===== src/core/adcdg_defines.svh =====
// constants for the converter diagnostic register bank
// assumes byte-wide registers reached by an 8-bit address
`ifndef ADCDG_DEFINES_SVH
`define ADCDG_DEFINES_SVH

// register offsets
`define ADCDG_OFF_CUSTOM_HI   8'h0E
`define ADCDG_OFF_CUSTOM_LO   8'h0F
`define ADCDG_OFF_STATUS      8'h10
`define ADCDG_OFF_TEMP_UPPER  8'h11
`define ADCDG_OFF_DIAG_CTRL   8'h13
`define ADCDG_OFF_THERMAL     8'h14

// widths
`define ADCDG_DATA_W          8
`define ADCDG_ADDR_W          8
`define ADCDG_WORD_W          12
`define ADCDG_TEMP_W          9

// diagnostic control field positions
`define ADCDG_BIT_REF_CHECK   6
`define ADCDG_BIT_DC_ON       5
`define ADCDG_BIT_STATS_ON    4
`define ADCDG_LS_HI           1
`define ADCDG_LS_LO           0

// thermal readout enable position
`define ADCDG_BIT_THERMAL     2

// custom word low nibble position in its register
`define ADCDG_CLO_HI          7
`define ADCDG_CLO_LO          4

// custom pattern selector codes
`define ADCDG_SEL_CUSTOM_AB   4'h5
`define ADCDG_SEL_CUSTOM_CD   4'h6

// reset values
`define ADCDG_RST_BYTE        8'h00
`define ADCDG_RST_WORD        12'h000

`endif


===== src/core/adcdg_pkg.sv =====
// types shared by the converter diagnostic register bank
// assumes adcdg_defines.svh sits on the include path
`include "adcdg_defines.svh"

package adcdg_pkg;

   // per-channel reference health flags
   typedef struct packed {
      logic d;                          // channel d healthy flag
      logic c;                          // channel c healthy flag
      logic b;                          // channel b healthy flag
      logic a;                          // channel a healthy flag
   } adcdg_health_s;

   // per-channel test-pattern selectors
   typedef struct packed {
      logic [3:0] d;                    // channel d selector
      logic [3:0] c;                    // channel c selector
      logic [3:0] b;                    // channel b selector
      logic [3:0] a;                    // channel a selector
   } adcdg_sel_s;

   // control bits driven out to the converter core
   typedef struct packed {
      logic       ref_check;            // reference check enabled
      logic       dc_injection_on;      // dc injection enabled
      logic       statistics_on;        // mean/variance module on
      logic       thermal_readout_on;   // temperature code readable
      logic [1:0] low_speed;            // low-speed setting
   } adcdg_ctrl_s;

   // four 12-bit channel words, index 0 is channel a
   typedef logic [3:0][`ADCDG_WORD_W-1:0] adcdg_quad_t;

endpackage


===== src/core/adcdg_sync.sv =====
// two-flop synchroniser for a group of level inputs
// assumes the levels change slowly against the system clock
`timescale 1ns/1ps
`include "adcdg_defines.svh"

module adcdg_sync #(
   parameter int W = 1
) (
   input  wire logic         clk,
   input  wire logic         rst,
   input  wire logic         ce,
   input  wire logic [W-1:0] din,
   output logic      [W-1:0] dout
);

   logic [W-1:0] meta_reg;              // first stage, read only by dout

   // two stages, frozen while ce is low
   always_ff @(posedge clk) begin
      if (rst) begin
         meta_reg <= '0;
         dout     <= '0;
      end else if (ce) begin
         meta_reg <= din;
         dout     <= meta_reg;
      end
   end

endmodule


===== src/core/adcdg_pattern.sv =====
// output word selection for one converter channel
// assumes selector and data come from logic on the same clock
`timescale 1ns/1ps
`include "adcdg_defines.svh"

module adcdg_pattern #(
   parameter logic [3:0] CUSTOM_CODE = `ADCDG_SEL_CUSTOM_AB
) (
   input  wire logic                     clk,
   input  wire logic                     rst,
   input  wire logic                     ce,
   input  wire logic [3:0]               sel,
   input  wire logic [`ADCDG_WORD_W-1:0] custom_word,
   input  wire logic [`ADCDG_WORD_W-1:0] conv_data,
   output logic      [`ADCDG_WORD_W-1:0] data_out
);

   wire pick_custom;                    // custom pattern chosen
   wire [`ADCDG_WORD_W-1:0] data_next;  // selected word

   assign pick_custom = (sel == CUSTOM_CODE);
   assign data_next   = pick_custom ? custom_word : conv_data;

   // registered channel word
   always_ff @(posedge clk) begin
      if (rst) begin
         data_out <= `ADCDG_RST_WORD;
      end else if (ce) begin
         data_out <= data_next;
      end
   end

endmodule


===== src/core/adcdg_regs.sv =====
// converter diagnostic register bank: custom word, health and
// temperature status, diagnostic control, low-speed setting
// assumes a plain register port on CLK_SYS; health, clock and
// temperature inputs arrive from the analog side unsynchronised
//
// What this block does
// 0x0e holds custom word bits 11-4
// 0x0f bits 7-4 hold word bits 3-0
// custom selector code outputs custom word
// status bits 7,6,5,0 show health b,d,a,c
// same bits show temperature bits 2,1,0,3
// temperature bits 6-4 at status bits 3-1
// temperature bits 8-7 at 0x11 bits 5-4
// temperature value is two's complement
// temperature placed only while readout enabled
// status bit 4 is one when clock absent
// software enables reference check before reading health
// 0x13 bit 5 enables dc injection
// 0x13 bit 4 enables statistics module
// 0x13 bits 1-0 set low-speed operation
// software picks low-speed code from sample rate
// software writes zero to reserved bits
// all writable fields reset to zero
`timescale 1ns/1ps
`include "adcdg_defines.svh"

module adcdg_regs (
   input  wire logic                      CLK_SYS,
   input  wire logic                      RST,
   input  wire logic                      CE,
   input  wire logic [`ADCDG_ADDR_W-1:0]  ADDR,
   input  wire logic [`ADCDG_DATA_W-1:0]  WDATA,
   input  wire logic                      WR,
   input  wire logic                      RD,
   output logic      [`ADCDG_DATA_W-1:0]  RDATA,
   input  wire adcdg_pkg::adcdg_health_s  REF_HEALTH,
   input  wire logic                      CLK_MISSING,
   input  wire logic [`ADCDG_TEMP_W-1:0]  TEMP_CODE,
   input  wire adcdg_pkg::adcdg_sel_s     PATTERN_SEL,
   input  wire adcdg_pkg::adcdg_quad_t    CONV_DATA,
   input  wire logic [2:0]                DC_LEVEL,
   input  wire logic [1:0]                STATS_PICK,
   output adcdg_pkg::adcdg_quad_t         CH_DATA,
   output logic      [`ADCDG_WORD_W-1:0]  CUSTOM_WORD,
   output adcdg_pkg::adcdg_ctrl_s         CTRL,
   output logic      [2:0]                DC_INJ_LEVEL,
   output logic      [1:0]                STATS_CHANNEL
);

   // ---- synchronised analog-side inputs
   adcdg_pkg::adcdg_health_s       health_s;    // health after sync
   logic                           clk_miss_s;  // clock flag after sync
   logic [`ADCDG_TEMP_W-1:0]       temp_s;      // temperature after sync

   adcdg_sync #(.W(4)) u_sync_health (
      .clk  (CLK_SYS),
      .rst  (RST),
      .ce   (CE),
      .din  (REF_HEALTH),
      .dout (health_s)
   );

   adcdg_sync #(.W(1)) u_sync_clk (
      .clk  (CLK_SYS),
      .rst  (RST),
      .ce   (CE),
      .din  (CLK_MISSING),
      .dout (clk_miss_s)
   );

   // temperature code is two's complement and passes unchanged
   adcdg_sync #(.W(`ADCDG_TEMP_W)) u_sync_temp (
      .clk  (CLK_SYS),
      .rst  (RST),
      .ce   (CE),
      .din  (TEMP_CODE),
      .dout (temp_s)
   );

   // ---- stored registers
   logic [`ADCDG_WORD_W-1:0] custom_reg;        // shared custom word
   logic                     ref_check_reg;     // reference check on
   logic                     dc_on_reg;         // dc injection on
   logic                     stats_on_reg;      // statistics on
   logic [1:0]               low_speed_reg;     // low-speed code
   logic                     thermal_reg;       // temperature readout on

   // ---- address decode
   wire hit_chi;                                // custom high selected
   wire hit_clo;                                // custom low selected
   wire hit_stat;                               // status selected
   wire hit_tup;                                // temperature upper
   wire hit_diag;                               // diagnostic control
   wire hit_therm;                              // thermal control
   wire wr_go;                                  // write taken this cycle
   wire rd_go;                                  // read taken this cycle

   assign hit_chi   = (ADDR == `ADCDG_OFF_CUSTOM_HI);
   assign hit_clo   = (ADDR == `ADCDG_OFF_CUSTOM_LO);
   assign hit_stat  = (ADDR == `ADCDG_OFF_STATUS);
   assign hit_tup   = (ADDR == `ADCDG_OFF_TEMP_UPPER);
   assign hit_diag  = (ADDR == `ADCDG_OFF_DIAG_CTRL);
   assign hit_therm = (ADDR == `ADCDG_OFF_THERMAL);
   assign wr_go     = CE & WR;
   assign rd_go     = CE & RD;

   // ---- next values of the writable fields
   logic [`ADCDG_WORD_W-1:0] custom_next;       // custom word next
   logic                     ref_check_next;    // reference check next
   logic                     dc_on_next;        // dc injection next
   logic                     stats_on_next;     // statistics next
   logic [1:0]               low_speed_next;    // low-speed next
   logic                     thermal_next;      // readout enable next

   // write decode; reserved write-only bits are simply dropped
   always_comb begin
      custom_next    = custom_reg;
      ref_check_next = ref_check_reg;
      dc_on_next     = dc_on_reg;
      stats_on_next  = stats_on_reg;
      low_speed_next = low_speed_reg;
      thermal_next   = thermal_reg;
      if (wr_go && hit_chi) begin
         custom_next[`ADCDG_WORD_W-1:4] = WDATA;
      end
      if (wr_go && hit_clo) begin
         custom_next[3:0] = WDATA[`ADCDG_CLO_HI:`ADCDG_CLO_LO];
      end
      if (wr_go && hit_diag) begin
         ref_check_next = WDATA[`ADCDG_BIT_REF_CHECK];
         dc_on_next     = WDATA[`ADCDG_BIT_DC_ON];
         stats_on_next  = WDATA[`ADCDG_BIT_STATS_ON];
         low_speed_next = WDATA[`ADCDG_LS_HI:`ADCDG_LS_LO];
      end
      if (wr_go && hit_therm) begin
         thermal_next = WDATA[`ADCDG_BIT_THERMAL];
      end
   end

   // writable fields, all zero after reset
   always_ff @(posedge CLK_SYS) begin
      if (RST) begin
         custom_reg    <= `ADCDG_RST_WORD;
         ref_check_reg <= 1'b0;
         dc_on_reg     <= 1'b0;
         stats_on_reg  <= 1'b0;
         low_speed_reg <= 2'h0;
         thermal_reg   <= 1'b0;
      end else if (CE) begin
         custom_reg    <= custom_next;
         ref_check_reg <= ref_check_next;
         dc_on_reg     <= dc_on_next;
         stats_on_reg  <= stats_on_next;
         low_speed_reg <= low_speed_next;
         thermal_reg   <= thermal_next;
      end
   end

   // ---- status composition
   logic [`ADCDG_DATA_W-1:0] status_byte;       // status register view
   logic [`ADCDG_DATA_W-1:0] tup_byte;          // temperature upper view

   // temperature wins the shared bits; health needs the check on
   always_comb begin
      status_byte    = `ADCDG_RST_BYTE;
      status_byte[4] = clk_miss_s;
      if (thermal_reg) begin
         status_byte[7:5] = {temp_s[2], temp_s[1], temp_s[0]};
         status_byte[3:1] = temp_s[6:4];
         status_byte[0]   = temp_s[3];
      end else if (ref_check_reg) begin
         status_byte[7] = health_s.b;
         status_byte[6] = health_s.d;
         status_byte[5] = health_s.a;
         status_byte[0] = health_s.c;
      end
   end

   // upper temperature bits only while readout is on
   always_comb begin
      tup_byte = `ADCDG_RST_BYTE;
      if (thermal_reg) begin
         tup_byte[5:4] = temp_s[8:7];
      end
   end

   // ---- read mux; unmapped and write-only bits read zero
   wire [`ADCDG_DATA_W-1:0] diag_byte;          // diagnostic readback
   wire [`ADCDG_DATA_W-1:0] therm_byte;         // thermal readback
   wire [`ADCDG_DATA_W-1:0] clo_byte;           // custom low readback
   logic [`ADCDG_DATA_W-1:0] rd_next;           // read data next

   assign diag_byte  = {1'b0, ref_check_reg, dc_on_reg, stats_on_reg,
                        2'h0, low_speed_reg};
   assign therm_byte = {5'h00, thermal_reg, 2'h0};
   assign clo_byte   = {custom_reg[3:0], 4'h0};

   // pick the addressed byte on a read, else zero
   always_comb begin
      rd_next = `ADCDG_RST_BYTE;
      if (rd_go) begin
         case (1'b1)
            hit_chi:   rd_next = custom_reg[`ADCDG_WORD_W-1:4];
            hit_clo:   rd_next = clo_byte;
            hit_stat:  rd_next = status_byte;
            hit_tup:   rd_next = tup_byte;
            hit_diag:  rd_next = diag_byte;
            hit_therm: rd_next = therm_byte;
            default:   rd_next = `ADCDG_RST_BYTE;
         endcase
      end
   end

   // read data, present only in the cycle after the strobe
   always_ff @(posedge CLK_SYS) begin
      if (RST) begin
         RDATA <= `ADCDG_RST_BYTE;
      end else if (CE) begin
         RDATA <= rd_next;
      end
   end

   // ---- control outputs, dependent fields gated by their enable
   always_ff @(posedge CLK_SYS) begin
      if (RST) begin
         CUSTOM_WORD   <= `ADCDG_RST_WORD;
         CTRL          <= '0;
         DC_INJ_LEVEL  <= 3'h0;
         STATS_CHANNEL <= 2'h0;
      end else if (CE) begin
         CUSTOM_WORD   <= custom_reg;
         CTRL          <= {ref_check_reg, dc_on_reg, stats_on_reg,
                           thermal_reg, low_speed_reg};
         DC_INJ_LEVEL  <= dc_on_reg ? DC_LEVEL : 3'h0;
         STATS_CHANNEL <= stats_on_reg ? STATS_PICK : 2'h0;
      end
   end

   // ---- channel output words
   adcdg_pattern #(.CUSTOM_CODE(`ADCDG_SEL_CUSTOM_AB)) u_pat_a (
      .clk         (CLK_SYS),
      .rst         (RST),
      .ce          (CE),
      .sel         (PATTERN_SEL.a),
      .custom_word (custom_reg),
      .conv_data   (CONV_DATA[0]),
      .data_out    (CH_DATA[0])
   );

   adcdg_pattern #(.CUSTOM_CODE(`ADCDG_SEL_CUSTOM_AB)) u_pat_b (
      .clk         (CLK_SYS),
      .rst         (RST),
      .ce          (CE),
      .sel         (PATTERN_SEL.b),
      .custom_word (custom_reg),
      .conv_data   (CONV_DATA[1]),
      .data_out    (CH_DATA[1])
   );

   adcdg_pattern #(.CUSTOM_CODE(`ADCDG_SEL_CUSTOM_CD)) u_pat_c (
      .clk         (CLK_SYS),
      .rst         (RST),
      .ce          (CE),
      .sel         (PATTERN_SEL.c),
      .custom_word (custom_reg),
      .conv_data   (CONV_DATA[2]),
      .data_out    (CH_DATA[2])
   );

   adcdg_pattern #(.CUSTOM_CODE(`ADCDG_SEL_CUSTOM_CD)) u_pat_d (
      .clk         (CLK_SYS),
      .rst         (RST),
      .ce          (CE),
      .sel         (PATTERN_SEL.d),
      .custom_word (custom_reg),
      .conv_data   (CONV_DATA[3]),
      .data_out    (CH_DATA[3])
   );

   // ---- assertions
   a_custom_high_write: assert property (
      @(posedge CLK_SYS) disable iff (RST)
      (wr_go && hit_chi) |=> (custom_reg[11:4] == $past(WDATA))
   ) else $error("custom high byte not stored");
   a_custom_low_write: assert property (
      @(posedge CLK_SYS) disable iff (RST)
      (wr_go && hit_clo) |=> (custom_reg[3:0] == $past(WDATA[7:4]))
         ##1 (!$past(CE) || CUSTOM_WORD[3:0] == $past(custom_reg[3:0]))
   ) else $error("custom low nibble not stored or not driven");
   a_custom_on_chan: assert property (
      @(posedge CLK_SYS) disable iff (RST)
      (CE && PATTERN_SEL.c == `ADCDG_SEL_CUSTOM_CD)
         |=> (CH_DATA[2] == $past(custom_reg))
   ) else $error("channel c does not show the custom word");
   a_health_read: assert property (
      @(posedge CLK_SYS) disable iff (RST)
      (rd_go && hit_stat && ref_check_reg && !thermal_reg)
         |=> (RDATA[7] == $past(health_s.b)
              && RDATA[6] == $past(health_s.d)
              && RDATA[5] == $past(health_s.a)
              && RDATA[0] == $past(health_s.c))
   ) else $error("health flags misplaced in status");
   a_temp_status_read: assert property (
      @(posedge CLK_SYS) disable iff (RST)
      (rd_go && hit_stat && thermal_reg)
         |=> (RDATA[7:5] == $past(temp_s[2:0])
              && RDATA[3:1] == $past(temp_s[6:4])
              && RDATA[0] == $past(temp_s[3]))
   ) else $error("temperature bits misplaced in status");
   a_temp_upper_gate: assert property (
      @(posedge CLK_SYS) disable iff (RST)
      (rd_go && hit_tup)
         |=> (RDATA[5:4] == ($past(thermal_reg) ? $past(temp_s[8:7])
                                                : 2'h0))
   ) else $error("upper temperature bits wrong");
   a_clock_flag_read: assert property (
      @(posedge CLK_SYS) disable iff (RST)
      (rd_go && hit_stat) |=> (RDATA[4] == $past(clk_miss_s))
   ) else $error("clock flag not reported");
   a_dc_level_gate: assert property (
      @(posedge CLK_SYS) disable iff (RST)
      (DC_INJ_LEVEL != 3'h0) |-> CTRL.dc_injection_on
   ) else $error("dc level driven while injection off");
   a_stats_pick_gate: assert property (
      @(posedge CLK_SYS) disable iff (RST)
      (CE && !stats_on_reg) |=> (STATS_CHANNEL == 2'h0)
   ) else $error("statistics channel driven while off");
   a_low_speed_path: assert property (
      @(posedge CLK_SYS) disable iff (RST)
      (wr_go && hit_diag) ##1 CE
         |=> (CTRL.low_speed == $past(WDATA[1:0], 2))
   ) else $error("low-speed code not passed out");
   a_reset_clears: assert property (
      @(posedge CLK_SYS)
      $fell(RST) |-> (custom_reg == 12'h000 && CTRL == '0
                      && RDATA == 8'h00)
   ) else $error("fields not zero after reset");

endmodule


===== config.mk =====
export PLATFORM = sky130hd
export DESIGN_NAME = adcdg_regs
export DESIGN_NICKNAME = d
export VERILOG_FILES = /design/src/core/adcdg_pkg.sv /design/src/core/adcdg_sync.sv /design/src/core/adcdg_pattern.sv /design/src/core/adcdg_regs.sv
export VERILOG_INCLUDE_DIRS = /design/src /design/src/core
export SDC_FILE = /design/constraint.sdc
export NUM_CORES = 1
export LEC_CHECK = 0
export CORE_ASPECT_RATIO = 0.7
export CORE_MARGIN = 2
export CORE_UTILIZATION = 40
export CTS_CLUSTER_DIAMETER = 60
export CTS_CLUSTER_SIZE = 14
export DETAILED_ROUTE_END_ITERATION = 8
export DONT_BUFFER_PORTS = 1
export PLACE_DENSITY = 0.55
export SYNTH_ARGS = -nofsm -noshare
export SYNTH_HDL_FRONTEND = slang
export SYNTH_HIERARCHICAL = 1
export SYNTH_SLANG_ARGS = --single-unit

===== constraint.sdc =====
create_clock -name CLK_SYS -period 3.91 [get_ports CLK_SYS]
set_input_delay 0.782 -clock CLK_SYS [delete_from_list [all_inputs] [get_ports CLK_SYS]]
set_output_delay 0.782 -clock CLK_SYS [all_outputs]
set_load 0.005 [all_outputs]

## Yosys cells after proc, flatten, opt, wreduce, memory -nomap -nowiden

Cells that the tools add are included.

| storage, ports and cells | value |
|---|---|
| register bits after elaboration | 125 |
| input bits | 104 |
| output and inout port bits | 79 |
| logic and storage cells | 65 |

| operators by class | value |
|---|---|
| equal/unequal tests | 10 |
| mux-type cells | 19 |
| bitwise operators | 2 |
| reduce and logical (&&, ||, !) cells | 8 |

Operator list:

| cell | number |
|---|---|
| $mux W12 | 4 |
| $eq A8 B5 Y1 const B | 4 |
| $mux W8 | 4 |
| $eq A4 B3 Y1 const B | 4 |
| $eq A8 B4 Y1 const B | 2 |
| $mux W3 | 5 |
| $mux W7 | 2 |
| $reduce_and A2 Y1 | 4 |
| $logic_and A1 B1 Y1 | 4 |
| $mux W2 | 2 |
| $and A1 B1 Y1 | 2 |
| $mux W1 | 2 |

## Longest topological paths before layout

| depth | value |
|---|---|
| word-level depth | 8 |
| mapped depth | 6 |

## Cells and area by module

The synthesis kept the hierarchy.

Modules (own cells, without submodules):

| module | instances | cells each | area an instance (sq um) | sequential area each (sq um) |
|---|---|---|---|---|
| adcdg_regs | 1 | 235 | 2212.1 | 980.9 |
| adcdg_pattern | 4 | 67 | 529.3 | 240.2 |
| adcdg_sync (u_sync_temp) | 1 | 58 | 649.4 | 360.3 |
| adcdg_sync (u_sync_health) | 1 | 26 | 285.3 | 160.2 |
| adcdg_sync (u_sync_clk) | 1 | 6 | 67.6 | 40.0 |

## Worst setup path after synthesis

No wires, ideal clock.

| timing path | value |
|---|---|
| kind | input port to flip-flop |
| start | in ADDR[7] |
| end | reg dc_on_reg |
| setup time | 0.128 ns |
| arrival time | 1.998 ns |
| slack | 1.785 ns |
| cell stages on the path | 5 |
| buffers on the path | 1 |
| cells stage by stage | or3_1 buf_6 nor4_4 mux2i_1 nor2_1 |

| between the ends | value |
|---|---|
| cells in the longest elaborated chain, start to end | 3 |

RTL lines:

| item | RTL line | RTL |
|---|---|---|
| start: declaration | adcdg_regs.sv:31 | `` input wire logic [`ADCDG_ADDR_W-1:0] ADDR, `` |
| $eq A8 B5 Y1 (no source line) | n/a |  |
| $logic_and A1 B1 Y1 | adcdg_regs.sv:129 | `if (wr_go && hit_diag) begin` |
| $reduce_and A2 Y1 (no source line) | n/a |  |
| end signal: assignment | adcdg_regs.sv:152 | `dc_on_reg <= dc_on_next;` |
| end: declaration | adcdg_regs.sv:83 | `logic dc_on_reg;` |

Every way passes these cells.
A chain may end at the register's enable or synchronous reset.

## Worst setup path in the final report

| timing path | value |
|---|---|
| start | in ADDR[7] |
| end | reg custom_reg[10] |

| between the ends | value |
|---|---|
| cells in the longest elaborated chain, start to end | 3 |

RTL lines:

| item | RTL line | RTL |
|---|---|---|
| $eq A8 B4 Y1 (no source line) | n/a |  |
| $logic_and A1 B1 Y1 | adcdg_regs.sv:123 | `if (wr_go && hit_chi) begin` |
| $reduce_and A2 Y1 (no source line) | n/a |  |
| end signal: assignment | adcdg_regs.sv:143 | `` custom_reg <= `ADCDG_RST_WORD; `` |
| end signal: assignment | adcdg_regs.sv:150 | `custom_reg <= custom_next;` |
| end: declaration | adcdg_regs.sv:81 | `` logic [`ADCDG_WORD_W-1:0] custom_reg; `` |

Every way passes these cells.

==> impl_summary.log <==
[metrics] Sw Pwr: between 0.7 and 0.8 mW
[metrics] max-slew headroom at the worst pin: 0.5981
[metrics] H-tree depth: 4
[metrics] TritonCTS clock tree: yes
[metrics] period utilisation layout: 0.5111
[metrics] violation count after the first detailed-routing iteration: approximately 280
[metrics] Leakage: roughly 2.3 nW
[metrics] area of the mapped netlist: 0.005331 mm2
[metrics] detailed placer's ending HPWL: 10150 um
[metrics] TritonCTS Sinks: ~130
[metrics] Seq/Total Area, Yosys: 0.4694
[metrics] via count: 4276
[metrics] footprint of the flip-flops and latches: 0.002502 mm2
[metrics] Die H: 100.6 um
[metrics] vias per inst: 5.701
[metrics] highest-count cells in the layout ignoring fill and taps: 125 x dfxtp_1, 116 x nor2_1, 105 x nand2_1, 65 x mux2i_1, 48 x a311oi_1
[metrics] leading register cell type out of synthesis: dfxtp_1
[metrics] cells along the critical path: or3_1 -> nor3_4 -> mux2i_1 -> nor2_1
[metrics] setup fix buffers added after clock tree synthesis: 0
[metrics] internal power summed over all cells: 2.396 mW
[metrics] Hold WC Path Type: primary input to flip-flop
[metrics] Resized Gates After CTS: 0
[metrics] Initial Utilization: 0.4072
[metrics] GR Util All Layers: 0.2163
[metrics] slowest library cell on the worst path: or3_1
[metrics] placeable core region: 0.01309 mm2
[metrics] EDFF count, synth: 0
[metrics] average size of a mapped cell: around 9 um2
[metrics] vias in the first global route: 4069
[metrics] count of port buffers added during placement: 0
[metrics] biggest cell delay along the critical path: 0.60 ns
[metrics] first drt pass iteration count: 5
[metrics] met3 wire length: between 1000 and 1500 um
[metrics] most frequent standard cell in the layout excluding fill and tap cells: dfxtp_1
[metrics] highest fanout seen on the critical path: 8
[metrics] unrepaired setup endpoints after global routing: false
[metrics] total buffers and inverters traversed by the critical path: 0
[metrics] Yosys warning count: 6
[metrics] number of nets still failing antenna checks after routing: 0
[metrics] final sum of negative setup slack: 0 ns
[metrics] CTS root buffer: clkbuf_16
[metrics] total length of routed met2 wires: 6547 um
[metrics] number of max-capacitance violations reported: 0
[metrics] clk buf depth: 2
[metrics] placement-stage cell area: around 0.0053 mm2
[metrics] power density over cell area: 524.8 mW/mm2
[metrics] gate family responsible for the most delay along the worst path: simple AND/OR/NAND/NOR gates
[metrics] aggregate routed wire length: 15290 um
[metrics] hold_buf cts: 0
[metrics] std cell rows: 35
[metrics] total of endpoints with negative setup slack in the final report: 0
[metrics] transition time of the tightest slew-check pin: 0.5995 ns
[metrics] gp weighted congestion: 0.8649
[metrics] worst clock skew: 0.006819 ns
[metrics] Achievable Freq: 0.5004 GHz
[metrics] Synth Instances: 593
[metrics] minimum clock period: 1.999 ns
[metrics] fin area: 0.005926 mm2
[metrics] clock latency reported for the late side of the worst-skew pair: 0.41 ns
[metrics] part of the power in combinational logic: 0.036
[metrics] die area: 0.01428 mm2
[metrics] required time at the endpoint of the critical path: 4.20 ns
[metrics] endpoint class of the critical path: flip-flop
[metrics] maximum ir drop on the vdd rail: 0.2706 mV
[metrics] antenna violations before repair: 0
[metrics] number of pins exceeding their max-slew limit in the final report: 0
[metrics] synthesis-stage register bit count: ~130
[metrics] clock share of power: 0.527
[metrics] share of async-settable or async-resettable flops after synthesis: 0
[metrics] die extent in x: 142.0 um
[metrics] met1 wire length: about 7300 um
[metrics] Net Sw Frac: 0.2297
[metrics] net count reported at finish: 675
[metrics] post-synth cell types: 47
[metrics] global-route wire length before repair: 23490 um
[metrics] average detailed-routed wire length per instance: approximately 20 um
[metrics] layout overhead on the synthesized area: 11.15%
[metrics] DRC viols: 0
[metrics] outcome: completed
[metrics] Worst Path Class, Setup: primary input to flip-flop
[metrics] combined area of the multi-input logic cells: 0.002592 mm2
[metrics] Mapped Nets: 697
[metrics] critical path data arrival time: approximately 2.3 ns
[metrics] number of hold-slack violations in the final timing report: 0
[metrics] number of buffers added by the clock tree synthesis step: 17
[metrics] GRT overflow: 0
[metrics] Fillers: 1302
[metrics] ratio of cells with drive above 1 in the final layout: 0.06678
[metrics] startpoint kind of the worst setup timing path: primary input
[metrics] antenna diode count: 0
[metrics] sequential share of power: 0.437
[metrics] largest net degree at the start of global routing: between 150 and 200
[metrics] top layer in use: met4
[metrics] number of top-level pins: 183
[metrics] clock input transition at the sequential cells of the worst setup and hold paths: 0.06 ns
## cell type report
class | count | area share
inverters | 3 | 0.001900
well taps | 166 | 0.03505
multi-input cells | 424 | 0.4375
clock inverters | 15 | 0.03146
flip-flops and latches | 125 | 0.4223
clock buffers | 17 | 0.07179
## final timing paths
kind                    startpoint             endpoint  slack, ns  depth (start not counted)
setup / recovery           ADDR[7]       custom_reg[10]       1.91                          4
hold / removal                 RST  u_pat_c/data_out[2]       0.45                          1
setup reg to reg       thermal_reg             RDATA[7]       2.55                          4
hold reg to reg   STATS_CHANNEL[1]     STATS_CHANNEL[1]       0.49                          2
## power by group through the flow
stage,Combinational [mW],Sequential (mW),Clock [mW]
after CTS,0.112,1.36,1.67
after detailed placement,0.112,1.39,0
after floorplan,0.144,1.38,0
final,0.111,1.36,1.64
after global placement,0.107,1.39,0
after global routing,0.127,1.37,1.72
## per-stage QoR
stage	utilization	cells	hold WS [ns]	worst slack, ns	total power [mW]
2_1_floorplan	-	593	0.4487	1.785	1.520
3_3_place_gp	0.4058	718	0.4733	1.586	1.494
3_5_place_dp	0.4058	718	0.4778	1.529	1.500
4_1_cts	0.4526	750	0.4223	1.941	3.144
5_1_grt	0.4526	750	0.4269	1.779	3.215
6_report	0.4526	750	0.4483	1.911	3.110
## logic make-up after synthesis
logic type      Yosys count  synth area share
buf+inv                  44           0.04435
mux                      67            0.1263
compound gates           83            0.1239
flops                   125            0.4694
simple gates            274            0.2361
## synthesized netlist by cell type, types with 6 or more instances
cell type,count,area (um2)
mux2i_1,65,650.6
dfxtp_1,125,2502
buf_2,13,65.06
nor2_1,116,435.4
nand3_1,8,40.04
clkbuf_1,17,63.81
nand2b_1,8,50.05
nand2_1,105,394.1
o21ai_0,6,30.03
a21oi_1,8,40.04
a311oi_1,48,420.4
## per-layer routing
layer	GRT usage	vias up
met4	0.07538	0
met2	0.3181	157
met1	0.2951	2046
met5	0	-
li1	-	2054
met3	0.07553	19
No activity file was read; power rests on OpenSTA's default activity.
